$ cat src/logic/rspc_pkg.sv
/*
 * Constants and types for the reset strap and pin function block.
 * Assumes one 10 MHz clock and a chip reset that is asynchronous, active low.
 */
// Contract
// Reset pin clears all state asynchronously
// After reset, strap pins act as GPIO 0-2
// Pins 0-1 first control, pin 2 second
// Status shows live level and latched event
// Sample test pin at reset release
// High test strap enables factory test mode
// Board holds test strap low normally
// Two mode straps form host mode code
// After reset, test pin is GPIO 3
// After reset, first mode strap is select
// Outside master holds select low per access
// As master, drive select during autoconfig
// Strap values hold until next reset
// Pin change sets latched bit until cleared
package rspc_pkg;

    // Pin count and synchroniser depth
    localparam int          RSPC_PINS       = 4;
    localparam int          RSPC_SYNC_DEPTH = 2;
    // Cycles after release before straps are taken (synchroniser flush)
    localparam logic [1:0]  RSPC_SETTLE_CNT = 2'h2;
    localparam logic [1:0]  RSPC_CNT_ZERO   = 2'h0;
    localparam logic [1:0]  RSPC_CNT_ONE    = 2'h1;

    // Per-pin configuration field, four bits each
    localparam int          RSPC_FIELD_W    = 4;
    localparam int          RSPC_MODE_LSB   = 0;
    localparam logic [1:0]  RSPC_MODE_IN    = 2'h0;
    localparam logic [1:0]  RSPC_MODE_LOW   = 2'h1;
    localparam logic [1:0]  RSPC_MODE_HIGH  = 2'h2;

    // Field positions inside the control words
    localparam int          RSPC_CR1_PIN0   = 0;
    localparam int          RSPC_CR1_PIN1   = 4;
    localparam int          RSPC_CR2_PIN2   = 0;
    localparam int          RSPC_CR2_PIN3   = 4;

    // Reset values
    localparam logic [3:0]  RSPC_PINS_RST   = 4'h0;
    localparam logic [1:0]  RSPC_MODE_RST   = 2'h0;

    // Sampled strap values
    typedef struct packed {
        logic       test;
        logic [1:0] host_mode;
    } rspc_strap_t;

    // Pin status word: latched events above live levels
    typedef struct packed {
        logic [3:0] latched;
        logic [3:0] live;
    } rspc_status_t;

    typedef enum logic {
        RSPC_ST_SETTLE,
        RSPC_ST_RUN
    } rspc_state_t;

endpackage

$ cat src/logic/rspc_top.sv
/*
 * Reset strap capture and pin function control.
 * Holds the strap capture after chip reset, the four general pins with
 * their configuration and status, and the serial select pin direction.
 * Assumes pad cells resolve pins from out/oe, and that an autoconfig
 * engine on the same clock drives the master-side select request.
 */
`timescale 1ns/1ps
module rspc_top (
    input  wire logic                  sys_clk,            // 10 MHz clock
    input  wire logic                  chip_reset_low,               // Chip reset, active low
    input  wire logic                  clk_en,             // Freezes state when low
    input  wire logic [3:0]            general_pin_in,     // Pad levels, pins 0..3
    output logic [3:0]                 general_pin_out,    // Pad drive values
    output logic [3:0]                 general_pin_oe,     // Pad drive enables
    input  wire logic [7:0]            pin_control_first,  // Pins 0 and 1 fields
    input  wire logic [7:0]            pin_control_second, // Pins 2 and 3 fields
    input  wire logic [3:0]            latch_clear,        // Clears latched bits
    output rspc_pkg::rspc_status_t     pin_status_reg,     // Live and latched status
    input  wire logic                  host_mode_strap_1,  // Second mode strap pad
    input  wire logic                  serial_select_in,   // Select pad level
    output logic                       serial_select_out,  // Select drive value
    output logic                       serial_select_oe,   // Select drive enable
    input  wire logic                  serial_master,      // Device is serial master
    input  wire logic                  autocfg_active,     // Autoconfig in progress
    input  wire logic                  autocfg_select,     // Autoconfig wants select
    output logic                       serial_select_low,  // Synced select level
    output rspc_pkg::rspc_strap_t      strap_value,        // Captured straps
    output logic                       factory_test,       // Factory test mode
    output logic                       straps_valid        // Straps captured
);
    import rspc_pkg::*;

    // Mode of one pin from its field
    function automatic logic [1:0] field_mode(input logic [3:0] fld);
        field_mode = fld[RSPC_MODE_LSB +: 2];
    endfunction

    // Synchronisers for every pad read by logic
    logic [3:0]  pin_s1_reg, pin_s1_next, pin_s2_reg, pin_s2_next;
    logic [3:0]  pin_prev_reg, pin_prev_next;
    logic        m1_s1_reg, m1_s1_next, m1_s2_reg, m1_s2_next;
    logic        cs_s1_reg, cs_s1_next, cs_s2_reg, cs_s2_next;

    // Sync stages reset; select stages preset high
    always_comb begin
        pin_s1_next   = pin_s1_reg;
        pin_s2_next   = pin_s2_reg;
        pin_prev_next = pin_prev_reg;
        m1_s1_next    = m1_s1_reg;
        m1_s2_next    = m1_s2_reg;
        cs_s1_next    = cs_s1_reg;
        cs_s2_next    = cs_s2_reg;
        if (clk_en) begin
            pin_s1_next   = general_pin_in;
            pin_s2_next   = pin_s1_reg;
            pin_prev_next = pin_s2_reg;
            m1_s1_next    = host_mode_strap_1;
            m1_s2_next    = m1_s1_reg;
            cs_s1_next    = serial_select_in;
            cs_s2_next    = cs_s1_reg;
        end
    end

    always_ff @(posedge sys_clk or negedge chip_reset_low) begin
        if (!chip_reset_low) begin
            pin_s1_reg   <= RSPC_PINS_RST;
            pin_s2_reg   <= RSPC_PINS_RST;
            pin_prev_reg <= RSPC_PINS_RST;
            m1_s1_reg    <= 1'b0;
            m1_s2_reg    <= 1'b0;
            cs_s1_reg    <= 1'b1;
            cs_s2_reg    <= 1'b1;
        end else begin
            pin_s1_reg   <= pin_s1_next;
            pin_s2_reg   <= pin_s2_next;
            pin_prev_reg <= pin_prev_next;
            m1_s1_reg    <= m1_s1_next;
            m1_s2_reg    <= m1_s2_next;
            cs_s1_reg    <= cs_s1_next;
            cs_s2_reg    <= cs_s2_next;
        end
    end

    // Strap capture: straps cannot be flopped by the reset itself, so
    // they are taken once the synchronisers hold post-release levels.
    rspc_state_t state_reg, state_next;
    logic [1:0]  settle_reg, settle_next;
    rspc_strap_t strap_reg, strap_next;

    always_comb begin
        state_next  = state_reg;
        settle_next = settle_reg;
        strap_next  = strap_reg;
        if (clk_en) begin
            case (state_reg)
                RSPC_ST_SETTLE: begin
                    if (settle_reg == RSPC_CNT_ZERO) begin
                        // Test strap taken
                        strap_next.test      = pin_s2_reg[3];
                        // Mode code formed
                        strap_next.host_mode = {m1_s2_reg, cs_s2_reg};
                        state_next           = RSPC_ST_RUN;
                    end else begin
                        settle_next = settle_reg - RSPC_CNT_ONE;
                    end
                end
                // Straps frozen here
                RSPC_ST_RUN: state_next = RSPC_ST_RUN;
                default:     state_next = RSPC_ST_SETTLE;
            endcase
        end
    end

    // Capture restarts on reset
    always_ff @(posedge sys_clk or negedge chip_reset_low) begin
        if (!chip_reset_low) begin
            state_reg  <= RSPC_ST_SETTLE;
            settle_reg <= RSPC_SETTLE_CNT;
            strap_reg  <= '{test: 1'b0, host_mode: RSPC_MODE_RST};
        end else begin
            state_reg  <= state_next;
            settle_reg <= settle_next;
            strap_reg  <= strap_next;
        end
    end

    // Pin drive and status
    logic [3:0]  gp_out_reg, gp_out_next, gp_oe_reg, gp_oe_next;
    logic [3:0]  latch_reg, latch_next;
    logic [3:0]  cfg_fld [RSPC_PINS];
    logic        run;

    assign run        = (state_reg == RSPC_ST_RUN);
    // Field selection per pin
    assign cfg_fld[0] = pin_control_first[RSPC_CR1_PIN0 +: RSPC_FIELD_W];
    assign cfg_fld[1] = pin_control_first[RSPC_CR1_PIN1 +: RSPC_FIELD_W];
    assign cfg_fld[2] = pin_control_second[RSPC_CR2_PIN2 +: RSPC_FIELD_W];
    // Test pin as pin 3
    assign cfg_fld[3] = pin_control_second[RSPC_CR2_PIN3 +: RSPC_FIELD_W];

    always_comb begin
        gp_out_next = gp_out_reg;
        gp_oe_next  = gp_oe_reg;
        latch_next  = latch_reg;
        if (clk_en) begin
            for (int i = 0; i < RSPC_PINS; i++) begin
                // Drive only after straps taken
                gp_oe_next[i]  = 1'b0;
                gp_out_next[i] = 1'b0;
                if (run && field_mode(cfg_fld[i]) == RSPC_MODE_LOW) begin
                    gp_oe_next[i] = 1'b1;
                end
                if (run && field_mode(cfg_fld[i]) == RSPC_MODE_HIGH) begin
                    gp_oe_next[i]  = 1'b1;
                    gp_out_next[i] = 1'b1;
                end
                // Change sets, set beats clear
                if (latch_clear[i]) begin
                    latch_next[i] = 1'b0;
                end
                if (run && (pin_s2_reg[i] != pin_prev_reg[i])) begin
                    latch_next[i] = 1'b1;
                end
            end
        end
    end

    always_ff @(posedge sys_clk or negedge chip_reset_low) begin
        if (!chip_reset_low) begin
            gp_out_reg <= RSPC_PINS_RST;
            gp_oe_reg  <= RSPC_PINS_RST;
            latch_reg  <= RSPC_PINS_RST;
        end else begin
            gp_out_reg <= gp_out_next;
            gp_oe_reg  <= gp_oe_next;
            latch_reg  <= latch_next;
        end
    end

    // Serial select direction; slave-side access framing is the master's job
    logic        cs_out_reg, cs_out_next, cs_oe_reg, cs_oe_next;

    always_comb begin
        cs_out_next = cs_out_reg;
        cs_oe_next  = cs_oe_reg;
        if (clk_en) begin
            // Master drives during autoconfig
            cs_oe_next  = run && serial_master && autocfg_active;
            // Active-low select
            cs_out_next = !(cs_oe_next && autocfg_select);
        end
    end

    always_ff @(posedge sys_clk or negedge chip_reset_low) begin
        if (!chip_reset_low) begin
            cs_out_reg <= 1'b1;
            cs_oe_reg  <= 1'b0;
        end else begin
            cs_out_reg <= cs_out_next;
            cs_oe_reg  <= cs_oe_next;
        end
    end

    // Live and latched status
    assign pin_status_reg    = '{latched: latch_reg, live: pin_s2_reg};
    assign general_pin_out   = gp_out_reg;
    assign general_pin_oe    = gp_oe_reg;
    assign serial_select_out = cs_out_reg;
    assign serial_select_oe  = cs_oe_reg;
    // Slave access seen as low level
    assign serial_select_low = cs_s2_reg;
    assign strap_value       = strap_reg;
    // Factory test from strap
    assign factory_test      = strap_reg.test;
    assign straps_valid      = run;

endmodule

$ cat config.mk
export PLATFORM = sky130hd
export DESIGN_NAME = rspc_top
export DESIGN_NICKNAME = d
export VERILOG_FILES = /design/src/logic/rspc_pkg.sv /design/src/logic/rspc_top.sv
export SDC_FILE = /design/constraint.sdc
export NUM_CORES = 1
export LEC_CHECK = 0
export ABC_AREA = 1
export BUFFER_PORTS_ARGS = -buffer_cell sky130_fd_sc_hd__buf_2
export CORE_UTILIZATION = 52
export DETAILED_ROUTE_END_ITERATION = 10
export GPL_TIMING_DRIVEN = 0
export PLACE_DENSITY = 0.83
export SLEW_MARGIN = 20
export SYNTH_ARGS = -nofsm -noshare
export SYNTH_HDL_FRONTEND = slang
export SYNTH_SLANG_ARGS = --single-unit
$ cat constraint.sdc
create_clock -name sys_clk -period 3.3 [get_ports sys_clk]
set_input_delay 0.33 -clock sys_clk [delete_from_list [all_inputs] [get_ports sys_clk]]
set_output_delay 0.33 -clock sys_clk [all_outputs]
set_load 0.01 [all_outputs]
==> run_results.csv <==
group,metric,value,unit
clock_tree,worst_skew_pair.late_latency,0.34,ns
route,post_drt_wl_per_cell,11.1,um
clock_tree,hold_buffer_count_at_cts,0,
cells_and_area,final_common_cell,"nand2_1",
synth,ys_warn_count,0,
timing,maxSlewViolCount,0,
clock_tree,clock_tree.htree_level_count,2,
global_routing,gr-total-overflow,0,
floorplan,initial_core_util,0.557,
power_and_ir_drop,ir_drop_worst_case_vdd,0.480,mV
global_routing,first_global_vias,1158,
critical_path,crit-reg2reg-launch,"settle_reg[1]",
cells_and_area,final_layout_size_suffix_gt1_frac,0.286,
critical_path,timing.critical_path.from_type,"flip-flop",
critical_path,crit_fanout,3,
synth,part_of_the_yosys_area_used_for_sequential_elements,0.580,
clock_tree,clkSinkCount,36,
route,first_pass_iteration_count_of_the_detailed_router,7,
placement,globalplace.congestion,0.726,
placement,io_buffers,46,
timing,timing.hold.ws,0.0387,ns
clock_tree,clk_pin_slew_worst_paths,0.11,ns
power_and_ir_drop,power-per-cell-area,515,nW/um^2
timing,final.min_clock_period,1.34,ns
route,vias_per_cell,4.88,
synth,synth.lib_cells_used.distinct,16,
clock_tree,clock_tree_from_tritoncts,"built",
route,wl,2990,um
synth,synth.avg_cell_area,8.49,um^2
floorplan,fp-row-count,19,
floorplan,floorplan.die_area,3230,um^2
critical_path,critPathKind,"reg2out",
timing,skew,0.0109,ns
cells_and_area,antenna_cells_inserted,0,
cells_and_area,multi_input_area,503,um^2
route,antenna_left,0,
global_routing,grt_max_degree,37,
clock_tree,cts_buffers,5,
timing,max_clock_freq,0.746,GHz
route,drc_errors,8,
timing,worst_slew_pin_slew,0.755,ns
timing,rsz0062_at_grt,"no",
synth,synth_area_leader_cell,"dfrtp_1",
floorplan,die_h,56.8,um
global_routing,global_route.usage.total,0.210,
timing,final-hold-violation-count,0,
placement,hpwl,2050,um
timing,setup_tns,0,ns
critical_path,worst_path_largest_cell_delay,0.41,ns
global_routing,antenna_violations_before_repair,0,
route,drtIter0Drc,56,
critical_path,critical_path.startpoint,"factory_test",
global_routing,global_route_wire_length_before_repair,4970,um
clock_tree,post-cts-setup-buffer-count,0,
clock_tree,ctsRootBufferMaster,"clkbuf_4",
clock_tree,clk_path_buf_depth,2,
critical_path,cp.buffers_inverters,2,
critical_path,worstPathArrival,1.01,ns
timing,setup_violations,0,
run_status,violations_in_the_final_reports,"design-rule violations",
route,via_count,1314,
critical_path,critical_path.slowest_cell,"dfrtp_1",
critical_path,critPathTopFamily,"flip-flops",
critical_path,r2r_cells,6,
critical_path,worstSetupEndpointType,"output port",
job,timing.max_cap.violations,0,
synth,netlist_top_cells_area,"dfrtp_1, nand2_1, dfstp_2, inv_1, o21ai_0",
timing,slew-limit-headroom,0.496,
synth,synth_seq_cells,36,
cells_and_area,nFillCells,224,
power_and_ir_drop,lkg_pwr,1.09,nW
floorplan,ios,56,
floorplan,x_dimension_of_the_die,56.8,um
critical_path,r2r_slack,2.07,ns
synth,mappedNetlistArea,1560,um^2
power_and_ir_drop,totalPowerFinal,0.993,mW
synth,postSynthCellCount,184,
worst_hold_path,min_path_type,"in2async",
critical_path,timing.rr.end,"settle_reg[0]",
critical_path,cp_cell_sequence,"buf_4, buf_2",
synth,syn_nets,217,
cells_and_area,sequential_cell_area,906,um^2
cells_and_area,num-nets-final,270,
floorplan,core,2810,um^2
clock_tree,number_of_instances_resized_during_post_cts_repair,0,
critical_path,critPathRequiredTime,2.97,ns
synth,synth_largest_type_area_fraction,0.512,
timing,finalCritPeriodShare,0.406,
run_status,run_status,"finished, violations left",
cells_and_area,layout-area-overhead-vs-synth,23.3,%
cells_and_area,layout_common_cells,"nand2_1, buf_2, dfrtp_1",
-- through the flow --
| stage | util | setup WS, ns | std cells | instance area, um^2 |
|---|---|---|---|---|
| floorplan | - | 2.18 | 184 | 1560 |
| global placement | 0.653 | 2.12 | 261 | 1830 |
| detailed placement | 0.653 | 2.10 | 261 | 1830 |
| CTS | 0.687 | 1.94 | 269 | 1930 |
| global route | 0.687 | 1.91 | 269 | 1930 |
| finish | 0.687 | 1.96 | 269 | 1930 |
-- final cells by class --
type                    count  share of cell area
clock inverters             1              0.0156
multi-input cells         117               0.261
inverters                  25              0.0487
well taps                  31              0.0201
plain buffers               6              0.0312
clock buffers               7              0.0338
flip-flops and latches     36               0.470
repair buffers             46               0.119
-- per-layer routing --
layer,global-route usage,vias up,share of wire
met5,0,-,0
met4,0.0627,0,0.012
met2,0.342,43,0.48
met3,0.0829,4,0.061
met1,0.258,597,0.45
li1,-,670,-
-- cells in the mapped netlist --
master	count
inv_2	2
nor2_1	2
nand2_1	81
o21ai_0	17
o21ai_1	2
a21oi_1	1
buf_4	2
nand3_2	1
dfrtp_1	32
nand3_1	9
ha_1	1
dfstp_2	4
inv_1	23
buf_6	4
nand4_1	2
nand2_4	1
-- worst reg2reg max path, cell delays in order, from the launching register on --
cell and delay [ns]:
dfstp_2 0.55, inv_1 0.04, ha_1 0.19, inv_1 0.11, nand3_1 0.11, nand2_1 0.08
nand2_1 0.05
-- report_power, final --
group          internal [mW]  switching (mW)  total, mW  leakage [nW]
clock network          0.201           0.141      0.342        0.0515
logic                 0.0587          0.0847      0.143         0.596
registers              0.485          0.0229      0.508         0.439
total                  0.744           0.249      0.993          1.09
-- kinds of logic after synthesis --
kind of cell	after synthesis	share of synthesized area
buffers and inverters	31	0.0985
AO/OA/AOI/OAI	20	0.0640
AND/OR/NAND/NOR	96	0.250
adder cells (fa/ha/maj)	1	0.00801
flip-flops	36	0.580
-- worst max path at each step --
stage,slack [ns],cells after the start,end
2_1_floorplan,2.18,6,settle_reg[0]
3_3_place_gp,2.12,6,settle_reg[0]
3_5_place_dp,2.10,6,settle_reg[0]
4_1_cts,1.94,2,strap_value[2]
5_1_grt,1.91,2,strap_value[2]
6_report,1.96,2,strap_value[2]
(Power assumes the default switching activity.)
